<file path="src/rtl/sstf_consts.svh">
`ifndef SSTF_CONSTS_SVH
`define SSTF_CONSTS_SVH

// Field lengths in byte times
`define SSTF_DATA_LEN 9'd256
`define SSTF_OVERHEAD_LEN 9'd59
`define SSTF_GAP1_LEN 9'd16
`define SSTF_SYNC_LEN 9'd13
`define SSTF_ID_LEN 9'd3
`define SSTF_CRC_LEN 9'd2
`define SSTF_PAD_LEN 9'd3
`define SSTF_GAP2_LEN 9'd3
`define SSTF_GAP3_LEN 9'd15

// Byte values
`define SSTF_ID_MARK 8'hfe
`define SSTF_DATA_MARK 8'hfb
`define SSTF_GAP_FILL 8'h4e
`define SSTF_SYNC_BYTE 8'h00

// Check code
`define SSTF_CRC_INIT 16'hffff
`define SSTF_CRC_POLY 16'h1021

// Data buffer shape
`define SSTF_FIFO_WIDTH 8
`define SSTF_FIFO_DEPTH 16

`endif

</file>
<file path="src/rtl/sstf_pkg.sv">
package sstf_pkg;

    typedef logic [7:0] sstf_byte_t;

    // Write sequencer states
    typedef enum logic [3:0] {
        SSTF_IDLE,
        SSTF_GAP1,
        SSTF_SYNC1,
        SSTF_IDAM,
        SSTF_IDF,
        SSTF_IDCRC,
        SSTF_IDPAD,
        SSTF_GAP2,
        SSTF_SYNC2,
        SSTF_DAM,
        SSTF_DATA,
        SSTF_DCRC,
        SSTF_DPAD,
        SSTF_GAP3,
        SSTF_GAP4
    } sstf_wstate_e;

endpackage

</file>
<file path="src/rtl/sstf_fifo.sv">
`timescale 1ns/10ps
`include "sstf_consts.svh"

module sstf_fifo #(
    parameter int WIDTH = `SSTF_FIFO_WIDTH,
    parameter int DEPTH = `SSTF_FIFO_DEPTH
) (
    input wire logic clock,
    input wire logic reset,
    input wire logic [WIDTH-1:0] in_data,
    input wire logic in_valid,
    output logic in_ready,
    output logic [WIDTH-1:0] out_data,
    output logic out_valid,
    input wire logic out_ready
);
    localparam int AW = $clog2(DEPTH);

    logic [WIDTH-1:0] mem_r [DEPTH];
    logic [AW-1:0] wr_ptr_r;
    logic [AW-1:0] rd_ptr_r;
    logic [AW:0] count_r;
    logic push;
    logic pop;

    // Full and empty come straight from the fill count
    assign in_ready = (count_r != DEPTH[AW:0]);
    assign out_valid = (count_r != '0);
    assign push = in_valid && in_ready;
    assign pop = out_valid && out_ready;
    assign out_data = mem_r[rd_ptr_r];

    // Storage has no reset; only the pointers and fill count need one
    always_ff @(posedge clock) begin
        if (push) begin
            mem_r[wr_ptr_r] <= in_data;
        end
    end

    // Pointers and fill count
    always_ff @(posedge clock) begin
        if (reset) begin
            wr_ptr_r <= '0;
            rd_ptr_r <= '0;
            count_r <= '0;
        end else begin
            if (push) begin
                wr_ptr_r <= (wr_ptr_r == AW'(DEPTH - 1)) ? '0 :
                            wr_ptr_r + 1'b1;
            end
            if (pop) begin
                rd_ptr_r <= (rd_ptr_r == AW'(DEPTH - 1)) ? '0 :
                            rd_ptr_r + 1'b1;
            end
            if (push && !pop) begin
                count_r <= count_r + 1'b1;
            end else if (pop && !push) begin
                count_r <= count_r - 1'b1;
            end
        end
    end

endmodule

</file>
<file path="src/rtl/sstf_formatter.sv">
`timescale 1ns/10ps
`include "sstf_consts.svh"

module sstf_formatter (
    input wire logic clock,
    input wire logic reset,
    input wire logic format_en,
    input wire logic [7:0] cylinder,
    input wire logic [7:0] head,
    input wire logic [7:0] sectors_per_track,
    input wire sstf_pkg::sstf_byte_t host_data,
    input wire logic host_valid,
    output logic host_ready,
    input wire logic index_pin,
    output sstf_pkg::sstf_byte_t wr_byte,
    output logic wr_mark,
    output logic wr_gate,
    output logic underrun,
    output logic track_short,
    input wire sstf_pkg::sstf_byte_t rd_byte_pin,
    input wire logic rd_valid_pin,
    input wire logic rd_mark_pin,
    output sstf_pkg::sstf_byte_t rd_data,
    output logic rd_data_valid,
    output logic id_ok,
    output logic id_err,
    output logic data_ok,
    output logic data_err
);
    import sstf_pkg::*;

    // One step of CCITT CRC-16, MSB first, shared by writer and checker
    function automatic logic [15:0] crc_step(input logic [15:0] crc,
                                             input logic [7:0] b);
        logic [15:0] c;
        c = crc ^ {b, 8'h00};
        for (int i = 0; i < 8; i++) begin
            c = c[15] ? ((c << 1) ^ `SSTF_CRC_POLY) : (c << 1);
        end
        return c;
    endfunction

    // Pin synchronisers, two flops each
    logic index_s1_r;
    logic index_s2_r;
    logic index_d_r;
    sstf_byte_t rd_byte_s1_r;
    sstf_byte_t rd_byte_s2_r;
    logic rd_valid_s1_r;
    logic rd_valid_s2_r;
    logic rd_mark_s1_r;
    logic rd_mark_s2_r;
    logic index_rise;

    always_ff @(posedge clock) begin
        if (reset) begin
            index_s1_r <= 1'b0;
            index_s2_r <= 1'b0;
            index_d_r <= 1'b0;
            rd_byte_s1_r <= 8'h00;
            rd_byte_s2_r <= 8'h00;
            rd_valid_s1_r <= 1'b0;
            rd_valid_s2_r <= 1'b0;
            rd_mark_s1_r <= 1'b0;
            rd_mark_s2_r <= 1'b0;
        end else begin
            index_s1_r <= index_pin;
            index_s2_r <= index_s1_r;
            index_d_r <= index_s2_r;
            rd_byte_s1_r <= rd_byte_pin;
            rd_byte_s2_r <= rd_byte_s1_r;
            rd_valid_s1_r <= rd_valid_pin;
            rd_valid_s2_r <= rd_valid_s1_r;
            rd_mark_s1_r <= rd_mark_pin;
            rd_mark_s2_r <= rd_mark_s1_r;
        end
    end

    assign index_rise = index_s2_r && !index_d_r;

    // Host data is buffered so short host stalls do not starve a sector
    sstf_byte_t fifo_data;
    logic fifo_valid;
    logic fifo_pop;

    sstf_fifo #(
        .WIDTH(`SSTF_FIFO_WIDTH),
        .DEPTH(`SSTF_FIFO_DEPTH)
    ) u_fifo (
        .clock(clock),
        .reset(reset),
        .in_data(host_data),
        .in_valid(host_valid),
        .in_ready(host_ready),
        .out_data(fifo_data),
        .out_valid(fifo_valid),
        .out_ready(fifo_pop)
    );

    // Write sequencer registers
    sstf_wstate_e state_r;
    sstf_wstate_e state_nxt;
    logic [8:0] cnt_r;
    logic [8:0] cnt_nxt;
    logic [7:0] sector_r;
    logic [15:0] crc_r;
    sstf_byte_t byte_nxt;
    logic mark_nxt;
    logic last_sector;

    assign last_sector = (sector_r + 8'h01 >= sectors_per_track);
    assign fifo_pop = (state_r == SSTF_DATA);

    // Next state, byte to send and field counter
    always_comb begin
        state_nxt = state_r;
        cnt_nxt = cnt_r + 9'd1;
        byte_nxt = `SSTF_GAP_FILL;
        mark_nxt = 1'b0;
        case (state_r)
            SSTF_GAP1: begin
                if (cnt_r == `SSTF_GAP1_LEN - 9'd1) begin
                    state_nxt = SSTF_SYNC1;
                    cnt_nxt = 9'd0;
                end
            end
            SSTF_SYNC1: begin
                byte_nxt = `SSTF_SYNC_BYTE;
                if (cnt_r == `SSTF_SYNC_LEN - 9'd1) begin
                    state_nxt = SSTF_IDAM;
                end
            end
            SSTF_IDAM: begin
                byte_nxt = `SSTF_ID_MARK;
                mark_nxt = 1'b1;
                state_nxt = SSTF_IDF;
                cnt_nxt = 9'd0;
            end
            SSTF_IDF: begin
                byte_nxt = (cnt_r == 9'd0) ? cylinder :
                           (cnt_r == 9'd1) ? head : sector_r;
                if (cnt_r == `SSTF_ID_LEN - 9'd1) begin
                    state_nxt = SSTF_IDCRC;
                    cnt_nxt = 9'd0;
                end
            end
            // check bytes of either field, high byte first
            SSTF_IDCRC, SSTF_DCRC: begin
                byte_nxt = (cnt_r == 9'd0) ? crc_r[15:8] : crc_r[7:0];
                if (cnt_r == `SSTF_CRC_LEN - 9'd1) begin
                    state_nxt = (state_r == SSTF_IDCRC) ? SSTF_IDPAD :
                                SSTF_DPAD;
                    cnt_nxt = 9'd0;
                end
            end
            // three trailing zeros after either field
            SSTF_IDPAD, SSTF_DPAD: begin
                byte_nxt = `SSTF_SYNC_BYTE;
                if (cnt_r == `SSTF_PAD_LEN - 9'd1) begin
                    state_nxt = (state_r == SSTF_IDPAD) ? SSTF_GAP2 :
                                SSTF_GAP3;
                    cnt_nxt = 9'd0;
                end
            end
            SSTF_GAP2: begin
                if (cnt_r == `SSTF_GAP2_LEN - 9'd1) begin
                    state_nxt = SSTF_SYNC2;
                    cnt_nxt = 9'd0;
                end
            end
            SSTF_SYNC2: begin
                byte_nxt = `SSTF_SYNC_BYTE;
                if (cnt_r == `SSTF_SYNC_LEN - 9'd1) begin
                    state_nxt = SSTF_DAM;
                end
            end
            SSTF_DAM: begin
                byte_nxt = `SSTF_DATA_MARK;
                mark_nxt = 1'b1;
                state_nxt = SSTF_DATA;
                cnt_nxt = 9'd0;
            end
            // data bytes; an empty buffer sends zero to keep timing
            SSTF_DATA: begin
                byte_nxt = fifo_valid ? fifo_data : 8'h00;
                if (cnt_r == `SSTF_DATA_LEN - 9'd1) begin
                    state_nxt = SSTF_DCRC;
                    cnt_nxt = 9'd0;
                end
            end
            // inter-sector gap, then next sector or closing gap
            SSTF_GAP3: begin
                if (cnt_r == `SSTF_GAP3_LEN - 9'd1) begin
                    state_nxt = last_sector ? SSTF_GAP4 : SSTF_SYNC1;
                    cnt_nxt = 9'd0;
                end
            end
            // closing gap, like idle, holds until the index
            SSTF_IDLE, SSTF_GAP4: begin
                cnt_nxt = 9'd0;
            end
            default: begin
                state_nxt = SSTF_IDLE;
            end
        endcase
        // an index starts a fresh track at the opening gap, or idles when format_en is low
        if (index_rise) begin
            state_nxt = format_en ? SSTF_GAP1 : SSTF_IDLE;
            cnt_nxt = 9'd0;
        end
    end

    // Sequencer state and counter
    always_ff @(posedge clock) begin
        if (reset) begin
            state_r <= SSTF_IDLE;
            cnt_r <= 9'd0;
        end else begin
            state_r <= state_nxt;
            cnt_r <= cnt_nxt;
        end
    end

    // sector numbers restart at zero each revolution
    always_ff @(posedge clock) begin
        if (reset || index_rise) begin
            sector_r <= 8'h00;
        end else if (state_r == SSTF_GAP3 && state_nxt != SSTF_GAP3) begin
            sector_r <= sector_r + 8'h01;
        end
    end

    // running check, seeded by each address mark
    always_ff @(posedge clock) begin
        if (reset) begin
            crc_r <= `SSTF_CRC_INIT;
        end else if (state_r == SSTF_IDAM || state_r == SSTF_DAM) begin
            crc_r <= crc_step(`SSTF_CRC_INIT, byte_nxt);
        end else if (state_r == SSTF_IDF || state_r == SSTF_DATA) begin
            crc_r <= crc_step(crc_r, byte_nxt);
        end
    end

    // Registered write stream toward the drive
    always_ff @(posedge clock) begin
        if (reset) begin
            wr_byte <= 8'h00;
            wr_mark <= 1'b0;
            wr_gate <= 1'b0;
            underrun <= 1'b0;
            track_short <= 1'b0;
        end else begin
            wr_byte <= byte_nxt;
            wr_mark <= mark_nxt;
            wr_gate <= (state_r != SSTF_IDLE);
            underrun <= (state_r == SSTF_DATA) && !fifo_valid;
            // Index came before the last sector was finished
            track_short <= index_rise && state_r != SSTF_IDLE &&
                           state_r != SSTF_GAP4;
        end
    end

    // Read checker: counts field bytes after each detected id or data mark
    logic rd_active_r;
    logic rd_is_data_r;
    logic [8:0] rd_left_r;
    logic [15:0] rd_crc_r;
    logic [15:0] rd_crc_nxt;
    logic rd_take;
    logic rd_end;

    assign rd_take = rd_valid_s2_r && !rd_mark_s2_r && rd_active_r;
    assign rd_crc_nxt = crc_step(rd_crc_r, rd_byte_s2_r);
    assign rd_end = rd_take && (rd_left_r == 9'd1);

    // field tracking; a mark restarts the check
    always_ff @(posedge clock) begin
        if (reset) begin
            rd_active_r <= 1'b0;
            rd_is_data_r <= 1'b0;
            rd_left_r <= 9'd0;
            rd_crc_r <= `SSTF_CRC_INIT;
        end else if (rd_valid_s2_r && rd_mark_s2_r) begin
            rd_is_data_r <= (rd_byte_s2_r == `SSTF_DATA_MARK);
            rd_active_r <= (rd_byte_s2_r == `SSTF_DATA_MARK) ||
                           (rd_byte_s2_r == `SSTF_ID_MARK);
            rd_left_r <= (rd_byte_s2_r == `SSTF_DATA_MARK) ?
                         `SSTF_DATA_LEN + `SSTF_CRC_LEN :
                         `SSTF_ID_LEN + `SSTF_CRC_LEN;
            rd_crc_r <= crc_step(`SSTF_CRC_INIT, rd_byte_s2_r);
        end else if (rd_take) begin
            rd_crc_r <= rd_crc_nxt;
            rd_left_r <= rd_left_r - 9'd1;
            rd_active_r <= !rd_end;
        end
    end

    // check bytes included leave a zero remainder when intact
    always_ff @(posedge clock) begin
        if (reset) begin
            id_ok <= 1'b0;
            id_err <= 1'b0;
            data_ok <= 1'b0;
            data_err <= 1'b0;
            rd_data <= 8'h00;
            rd_data_valid <= 1'b0;
        end else begin
            id_ok <= rd_end && !rd_is_data_r && rd_crc_nxt == 16'h0000;
            id_err <= rd_end && !rd_is_data_r && rd_crc_nxt != 16'h0000;
            data_ok <= rd_end && rd_is_data_r && rd_crc_nxt == 16'h0000;
            data_err <= rd_end && rd_is_data_r && rd_crc_nxt != 16'h0000;
            rd_data <= rd_byte_s2_r;
            rd_data_valid <= rd_take && rd_is_data_r &&
                             rd_left_r > `SSTF_CRC_LEN;
        end
    end

endmodule

</file>
<file path="config.mk">
export PLATFORM = sky130hd
export DESIGN_NAME = sstf_formatter
export DESIGN_NICKNAME = d
export VERILOG_FILES = /design/src/rtl/sstf_pkg.sv /design/src/rtl/sstf_fifo.sv /design/src/rtl/sstf_formatter.sv
export VERILOG_INCLUDE_DIRS = /design/src /design/src/rtl
export SDC_FILE = /design/constraint.sdc
export NUM_CORES = 1
export LEC_CHECK = 0
export BUFFER_PORTS_ARGS = -buffer_cell sky130_fd_sc_hd__clkbuf_2
export CAP_MARGIN = 40
export CORE_UTILIZATION = 55
export DETAILED_ROUTE_END_ITERATION = 7
export GPL_TIMING_DRIVEN = 0
export PLACE_DENSITY_LB_ADDON = 0.1
export SETUP_SLACK_MARGIN = 0.2
export SLEW_MARGIN = 10
export SYNTH_ARGS = -nofsm -noshare
export SYNTH_HDL_FRONTEND = slang
export SYNTH_SLANG_ARGS = --single-unit
</file>
<file path="constraint.sdc">
create_clock -name clock -period 3.4 [get_ports clock]
set_input_delay 0.68 -clock clock [delete_from_list [all_inputs] [get_ports clock]]
set_output_delay 0.68 -clock clock [all_outputs]
set_load 0.01 [all_outputs]
</file>
# --- Word-level counts from Yosys, hierarchy flattened ---
# Memory sizes are Yosys's and may differ from the RTL's. A register that Yosys moved wholly into a read port is not among the register bits.
# Cells that the tools add are included.
word_totals:
  n_memories: 1
  register_bits: 125
  inputBits: 47
  out_inout_bits: 26
  ramBits: 128
  wordCells: 230
mem_list:
  columns: ["name", "words", "word_bits", "rd", "rd_clocked_by_memory_dff", "write_ports", "line", "rtl"]
  rows:
  - ["u_fifo.mem_r", 16, 8, 1, 1, 1, "sstf_fifo.sv:19", "logic [WIDTH-1:0] mem_r [DEPTH];"]
op_classes:
  n_bitwise: 36
  muxes: 76
  n_lt_le_gt_ge: 2
  n_eq_ne: 28
  n_addsub: 7
  n_reduce_logical: 49
ops:
  columns: ["cell", "n"]
  rows:
  - ["$mux W13", 32]
  - ["$not A3 Y3", 32]
  - ["$mux W9", 8]
  - ["$mux W4", 17]
  - ["$mux W16", 4]
  - ["$pmux W9 S6", 1]
  - ["$pmux W4 S12", 1]
  - ["$pmux W8 S6", 1]
  - ["$eq A4 B4 Y1 const B", 9]
  - ["$mux W8", 4]
  - ["$not A16 Y16", 2]
  - ["$xor A16 B16 Y16", 2]
  - ["$eq A9 B4 Y1 const B", 3]
  - ["$logic_and A1 B1 Y1", 21]
  - ["$eq A9 B1 Y1 const B", 2]
  - ["$eq A4 B3 Y1 const B", 4]
  - ["$eq A8 B8 Y1 const B", 2]
  - ["$logic_not A16 Y1", 1]
  - ["$reduce_bool A16 Y1", 1]
  - ["$reduce_or A4 Y1", 3]
  - ["$mux W5", 2]
  - ["$reduce_or A2 Y1", 5]
  - ["$add A9 B1 Y9 const B", 1]
  - ["$eq A9 B2 Y1 const B", 1]
  - ["other kinds (20)", 39]

# --- Logic depth before layout (Yosys ltp) ---
# Gate-level depths: netlist (run 1).
logic_depth:
  word_depth: 23
  mapped_depth: 15
  ltp_nobuf: 13

# --- By module ---
# From an unflattened synthesis (run 1), not the netlist that was laid out.
unflattened:
  cells_unflattened: 1063
  hier_area_um2: 11969.0
by_module_without_submodules:
  columns: ["mod", "n_inst", "cells_per_inst", "seq_area_each_um2", "area_per_inst_um2"]
  rows:
  - ["sstf_formatter", 1, 752, 2242.2, 6197.2]
  - ["sstf_fifo", 1, 311, 4184.0, 5771.8]

# --- Least setup slack after synthesis (run 1) ---
# OpenSTA, ideal clock, no wires.
synth_timing:
  path_kind: "register -> register"
  startpoint: "register cnt_r[2]"
  endpoint: "register crc_r[12]"
  required_ns: 3.338
  path_slack_ns: 0.052
  path_stages_with_launch: 10
  setup_ns: 0.062
  n_path_buf: 1
  t_arrival_ns: 3.285
  synth_period_minus_slack_ns: 3.348
  cell_sequence: "dfxtp_1 nor4_2 and3_1 buf_2 mux2_1 a2111oi_4 xnor2_1 xor3_1 or4_1 nand3_1"
synth_via:
  elab_chain_len: 16
  word_cells_on_any_way: 30
  classes_between: "eq/ne (1); mux (22); bitwise (6); reduce/logical (1)"
synth_lines:
  columns: ["item", "line", "rtl"]
  rows:
  - ["start: declaration", "sstf_formatter.sv:103", "logic [8:0] cnt_r;"]
  - ["start signal: assignment", "sstf_formatter.sv:220", "cnt_r <= cnt_nxt;"]
  - ["$eq A9 B1 Y1", "sstf_formatter.sv:141", "(cnt_r == 9'd1) ? head : sector_r;"]
  - ["$mux W8", "sstf_formatter.sv:141", null]
  - ["$mux W8", "sstf_formatter.sv:140", "byte_nxt = (cnt_r == 9'd0) ? cylinder :"]
  - ["$pmux W8 S6 (*)", "sstf_formatter.sv:120", "case (state_r)"]
  - ["$xor A16 B16 Y16", "sstf_formatter.sv:36", "c = crc ^ {b, 8'h00};"]
  - ["$mux W13 (7 in a row)", "sstf_formatter.sv:38", "c = c[15] ? ((c << 1) ^ `SSTF_CRC_POLY) : (c << 1);"]
  - ["$not A3 Y3 (no source line)", null, null]
  - ["$mux W13", "sstf_formatter.sv:38", null]
  - ["$mux W16", "sstf_formatter.sv:239", "end else if (state_r == SSTF_IDF || state_r == SSTF_DATA) begin"]
  - ["$mux W16 (*)", "sstf_formatter.sv:237", "end else if (state_r == SSTF_IDAM || state_r == SSTF_DAM) begin"]
  - ["end signal: assignment", "sstf_formatter.sv:236", "crc_r <= `SSTF_CRC_INIT;"]
  - ["end signal: assignment", "sstf_formatter.sv:238", "crc_r <= crc_step(`SSTF_CRC_INIT, byte_nxt);"]
  - ["end signal: assignment", "sstf_formatter.sv:240", "crc_r <= crc_step(crc_r, byte_nxt);"]
  - ["end: declaration", "sstf_formatter.sv:106", "logic [15:0] crc_r;"]
# Every way passes the cells marked *; elsewhere a longest branch is shown, timed or not. The select of a mux whose other input is x is not followed.
# A chain may end at the register's enable or synchronous reset.

# --- Worst setup path after layout (run 1) ---
# Same ends and word-level chain as after synthesis.

==> results of run 1 <==
[area by class of cell]
type	count	area (sq um)	share of cell area, %
Timing Repair Buffer	109	676	4.69
Sequential cell	257	6440	44.7
Tap cell	275	344	2.39
Clock buffer	32	704	4.89
Clock inverter	17	273	1.89
Inverter	28	105	0.730
Multi-Input combinational cell	732	5520	38.3
Buffer	57	338	2.35
[through the flow]
step	power, mW	hold slack [ns]	setup slack, ns	util, %	cell area [sq um]
finish	7.11	0.360	0.268	68.1	14400
CTS	7.13	0.343	0.206	66.4	14100
global route	7.34	0.355	0.151	68.1	14400
floorplan	3.75	0.414	0.174	-	12000
global placement	3.90	0.417	-0.576	60.0	12700
detailed placement	3.92	0.422	-0.585	60.8	12900
[layout by cell type, fill, tap and decap left out, types with 10 or more instances in the layout]
cell type,synthesis,routed
buf_4,1,31
clkbuf_2,0,75
nand3_1,29,28
nand2_1,48,47
ha_1,27,24
mux2i_1,13,13
a21oi_1,53,51
xnor2_1,33,31
nand4_1,10,10
nor3_1,25,19
mux4_2,29,29
nor2b_1,44,44
clkbuf_1,43,38
or3_1,11,11
inv_1,26,24
edfxtp_1,128,128
dfxtp_1,129,122
nor2_1,124,123
nand2b_1,12,11
xor2_1,32,32
o21ai_0,52,51
a211o_1,13,13
clkbuf_16,0,28
[flip-flops by register name, summed over array words and instances (netlist names), 4 cells and up, named ones only]
| register | count |
|---|---|
| cnt_r | 9 |
| crc_r | 16 |
| rd_byte_s1_r | 8 |
| rd_byte_s2_r | 8 |
| rd_crc_r | 16 |
| rd_data | 8 |
| rd_left_r | 9 |
| sector_r | 8 |
| state_r | 4 |
| u_fifo.count_r | 5 |
| u_fifo.mem_r | 128 |
| u_fifo.rd_ptr_r | 4 |
| u_fifo.wr_ptr_r | 4 |
| wr_byte | 8 |
[cells by family (layout without fill, tap and decap cells)]
kind of cell               Yosys count  after routing  synth area share, %
and+or+nand+nor                    367            367                 15.6
muxes                               51             51                 7.39
AOI/OAI and AO/OA                  217            217                 12.0
xor gates and xnor gates            69             69                 5.52
DFF                                257            257                 53.7
adders and majority gates           28             28                 2.99
buffers and inverters               85            243                 2.78
[worst register-to-register path, cell delays in order, from the launching register on]
cell and delay (ns):
dfxtp_4 0.38, or4_1 0.53, buf_2 0.19, nor4_4 0.23, nor4_2 0.10, a2111oi_4 0.44
xnor2_2 0.20, xor3_2 0.39, or4_1 0.52, nand3_1 0.10
[layer usage]
layer / track usage (%) / share of wire [%] / wire [microns]
met1: 38.7 / 45 / 13400
met2: 41.6 / 45 / 13400
met3: 4.39 / 7.4 / 2210
met4: 9.34 / 2.8 / 827
met5: 0 / 0 / 0
[final timing paths]
path	slack, ns	from	cells past startpoint	end
setup / recovery	0.27	cnt_r[2]	9	crc_r[12]
hold / removal	0.36	rd_byte_pin[6]	2	rd_byte_s1_r[6]
setup reg to reg	0.27	cnt_r[2]	9	crc_r[12]
hold reg to reg	0.43	rd_byte_s1_r[2]	1	rd_byte_s2_r[2]
[power by group]
group	leakage [nW]	internal, mW	switching [mW]	total, mW
registers	2.21	3.33	0.0515	3.38
clock network	0.457	2.01	1.21	3.22
logic	2.62	0.222	0.288	0.511
total	5.29	5.56	1.55	7.11
[timing repair]
item,in CTS,in global routing
pin swaps,8,15
setup buffers,5,14
setup endpoints to repair,27,19
resized for setup,53,54
gates cloned,0,1
==> flow_summary.toml, run 1 <==
[outcome]
status = "completed"

[critical_path]
end_kind = "flop"
max_stage_delay_ns = 0.52
crit_top_cell = "or4_1"
crit_path_start_kind = "flop"
critical-path-top-delay-family = "simple AND/OR/NAND/NOR gates"
path_max_fanout = 7
path_cells = "or4_1 -> buf_2 -> nor4_4 -> nor4_2 -> a2111oi_4 -> xnor2_2 -> xor3_2 -> or4_1 -> nand3_1"
path_class = "flop to flop"
cp.required_ns = 3.88
cp_num_buf_inv = 1
cp_data_arrival_time_ns = 3.61
cp_slowest_cell = "or4_1"

[sta]
fin_setup_tns_ns = 0
hold_viol_final = 0
post-route-period-util_pct = 92.1
worst_pin_slew_ns = 0.781
maxSlewViolCount = 0
finClkSkew_ns = 0.0161
slew_headroom_pct = 47.8
finalCriticalPeriod_ns = 3.13
rsz0062_at_grt = "true"
max_freq_ghz = 0.319
final-setup-viol-count = 0

[floorplanning]
dieArea_sq_mm = 0.0224
initial_core_util_pct = 56.6
core_sq_mm = 0.0212
num_rows = 53
dieHeight_microns = 150
io_pins = 73
die_w_microns = 150

[final_layout]
syn_to_final_growth_pct = 20.4
diodes = 0
nFillCells = 1587
drive_above_1_share_pct = 22.4
nets = 1287
fin_cells = 1507

[route]
firstDrtPassIters = 5
vias_per_cell = 5.96
vias = 8975
drc = 0
ant_nets = 0
wirelength_microns = 29900
drtIter0Drc = 795
wl_per_cell_microns = 19.8

[job]
cap_violations = 0

[global_routing]
track_usage_pct = 27.0
grt_pass1_wl_microns = 46100
grt_max_degree = 17
antenna_found_initial = 0
grt_overflow_total = 0
grt_pass1_vias = 8461

[cts]
ctsHtreeMaxLevel = 1
cts-buffers-inserted = 27
cts_hold_buf = 0
path_clk_slew_ns = 0.06
cts_root_buf = "clkbuf_16"
cts_tree = "done"
clock_latency_ns = 0.53
cts_num_sinks = 257
clockBufferDepth = 3

[pwr]
p_leak_nw = 5.29
ir_worst_vdd_v = 0.000450
power.density_mw_per_mm2 = 494

[synth]
yosys_warnings = 0
async_reset_ff_share_pct = 0
synth_top_area_share_pct = 32.1
ys_ff_latch = 257
yosysSeqAreaShare_pct = 53.7
ys.flop_type = "dfxtp_1"
synth-edff-count = 128
syn_inst = 1074
syn-cell-area_sq_mm = 0.0120
synthDistinctLibCells = 76
synth_fp_nets = 1149
synth_top_area_cell = "edfxtp_1"
yosysMostFrequentCell = "dfxtp_1"
netlist_top_cells_area = "edfxtp_1, dfxtp_1, mux4_2"
syn_avg_cell_area_sq_um = 11.1
synthTopCellsByCount = "dfxtp_1, edfxtp_1, nor2_1"

[worst_hold_path]
hold_class = "input pin to flop"

[placement]
dp.cells = 1438
dp_hpwl_microns = 20800
io_buffers = 72
place_congestion = 0.906
No activity file was read; power rests on OpenSTA's default activity.
==> inputs of run 2 (changes only) <==
- CORE_ASPECT_RATIO: default -> 1.2
- PLACE_DENSITY: default -> 0.76
- PLACE_DENSITY_LB_ADDON: 0.1 -> default
==> run 2 against run 1 <==
Compared with the run above: final cell count fell by 0.27%; first-iteration DRC count decreased by 12%; wire length is essentially flat; critical path depth up 1; sequential power is essentially flat; setup slack better by 0.010 ns; cell area shrank 1.4%; worst hold slack got worse by 0.0015 ns; global-route usage is 0.33 points higher; highest routed layer unchanged.
==> flow_summary.toml, run 2 (synthesis gave the netlist of run 1 again) <==
[outcome]
status = "completed"

[sta]
hold_ws_ns = 0.359
worst_pin_slew_ns = 0.886
finalCriticalPeriod_ns = 3.12
final-setup-viol-count = 0
slew_headroom_pct = 40.6
worst_slack_ns = 0.278
max_freq_ghz = 0.320
fin_setup_tns_ns = 0
post-route-period-util_pct = 91.8
hold_viol_final = 0
maxSlewViolCount = 0
rsz0062_at_grt = "true"
finClkSkew_ns = 0.0109

[pwr]
p_leak_nw = 5.20
power_mw = 6.68
intPower_mw = 5.16
p_sw_mw = 1.52
combinationalPowerShare_pct = 7.5
switching_share_pct = 22.7
clkPwrFrac_pct = 41.8
pwr-share-seq_pct = 50.7
power.density_mw_per_mm2 = 470
ir_worst_vdd_v = 0.000624

[final_layout]
largestRegisters = "u_fifo.mem_r: 128 flops, crc_r: 16 flops, rd_crc_r: 16 flops"
nets = 1288
fin_area_sq_mm = 0.0142
final_util_pct = 67.3
nFillCells = 1576
syn_to_final_growth_pct = 18.7
fin_cells = 1503
layout_common_cells = "edfxtp_1, nor2_1, dfxtp_1"
layout_commonest_cell = "edfxtp_1"
drive_above_1_share_pct = 21.8
top_register = "u_fifo.mem_r"
largest_register_ffs = 128
multi_input_area_sq_mm = 0.00548
regArea_sq_mm = 0.00644

[worst_hold_path]
worstHoldEndpoint = "rd_byte_s1_r[1]"
min-delay-start = "rd_byte_pin[1]"
whs_path_depth = 2
hold_class = "input pin to flop"

[critical_path]
r2r_start = "cnt_r[1]"
cp.required_ns = 3.88
end_kind = "flop"
cp_data_arrival_time_ns = 3.60
path_max_fanout = 6
rrSetupSlack_ns = 0.28
path_class = "flop to flop"
crit_path_start_kind = "flop"
worst_r2r_path_depth = 10
r2r-end = "crc_r[12]"

[cts]
path_clk_slew_ns = 0.07
cts-buffers-inserted = 26
cts_hold_buf = 0
clock_latency_ns = 0.53
clockBufferDepth = 3
ctsHtreeMaxLevel = 1
cts_root_buf = "clkbuf_16"
cts_tree = "done"
cts_num_sinks = 257

[route]
ant_nets = 0
drtIter0Drc = 696
firstDrtPassIters = 5
vias = 9040
wl_per_cell_microns = 19.9
wirelength_microns = 29900
vias_per_cell = 6.01
drc = 0

[placement]
io_buffers = 72
dp.cells = 1434
place_worst_setup_slack_ns = -0.544
place_congestion = 0.926
placed_area_sq_mm = 0.0129
dp_hpwl_microns = 20900

[global_routing]
track_usage_pct = 27.4
grt_pass1_vias = 8646
antenna_found_initial = 1
grt_overflow_total = 0
grt_max_degree = 17
grt_pass1_wl_microns = 46200

[floorplanning]
core_sq_mm = 0.0211
dieArea_sq_mm = 0.0224
initial_core_util_pct = 56.7
io_pins = 73
die_w_microns = 137
num_rows = 58
dieHeight_microns = 164

[job]
cap_violations = 0
-- run 2: worst max-delay path, cell delays in order, from the launching register on --
cell	delay [ns]
dfxtp_1	0.33
inv_1	0.12
ha_2	0.24
or4b_4	0.49
nor4_2	0.18
nor4_2	0.11
a2111oi_4	0.44
xnor2_2	0.18
xor3_2	0.37
or4_1	0.51
nand3_1	0.09
-- run 2: routing by layer --
layer  global-route usage (%)  vias up  routed length [microns]  share of wire, %
li1                         -     4230                        -                 -
met1                     33.3     4410                    11800                39
met2                     46.2      307                    15000                50
met3                     4.87       93                     1760               5.9
met4                     14.0        0                     1390               4.7
met5                        0        -                        0                 0
-- run 2: power by group through the flow --
stage | logic (mW) | clock network [mW] | registers [mW]
finish | 0.501 | 2.79 | 3.39
global route | 0.552 | 2.94 | 3.39
CTS | 0.474 | 2.82 | 3.38
detailed placement | 0.465 | 0 | 3.45
global placement | 0.444 | 0 | 3.45
floorplan | 0.316 | 0 | 3.44
-- run 2: what timing repair did --
| action | 4_1_cts | 5_1_grt |
|---|---|---|
| gates cloned | 0 | 0 |
| resized for setup | 51 | 48 |
| pin swaps | 9 | 14 |
| setup buffers | 8 | 13 |
| endpoints found under the setup margin | 25 | 16 |
-- run 2: area by class of cell --
class / instances / area share [%]
diodes: 1 / 0.0176
plain buffers: 57 / 2.31
clock buffers: 35 / 5.26
clock inverters: 12 / 0.643
inverters: 28 / 0.740
multi-input cells: 732 / 38.6
flip-flops and latches: 257 / 45.3
well taps: 270 / 2.38
repair buffers: 111 / 4.79
-- run 2: how the worst max path moves through the flow --
stage                startpoint     endpoint  depth (start not counted)
floorplan              cnt_r[2]    crc_r[12]                          9
global placement           flop    crc_r[12]                         10
detailed placement         flop    crc_r[12]                         10
CTS                    cnt_r[0]    crc_r[12]                          9
global route        sector_r[2]  sector_r[0]                         14
finish                 cnt_r[1]    crc_r[12]                         10
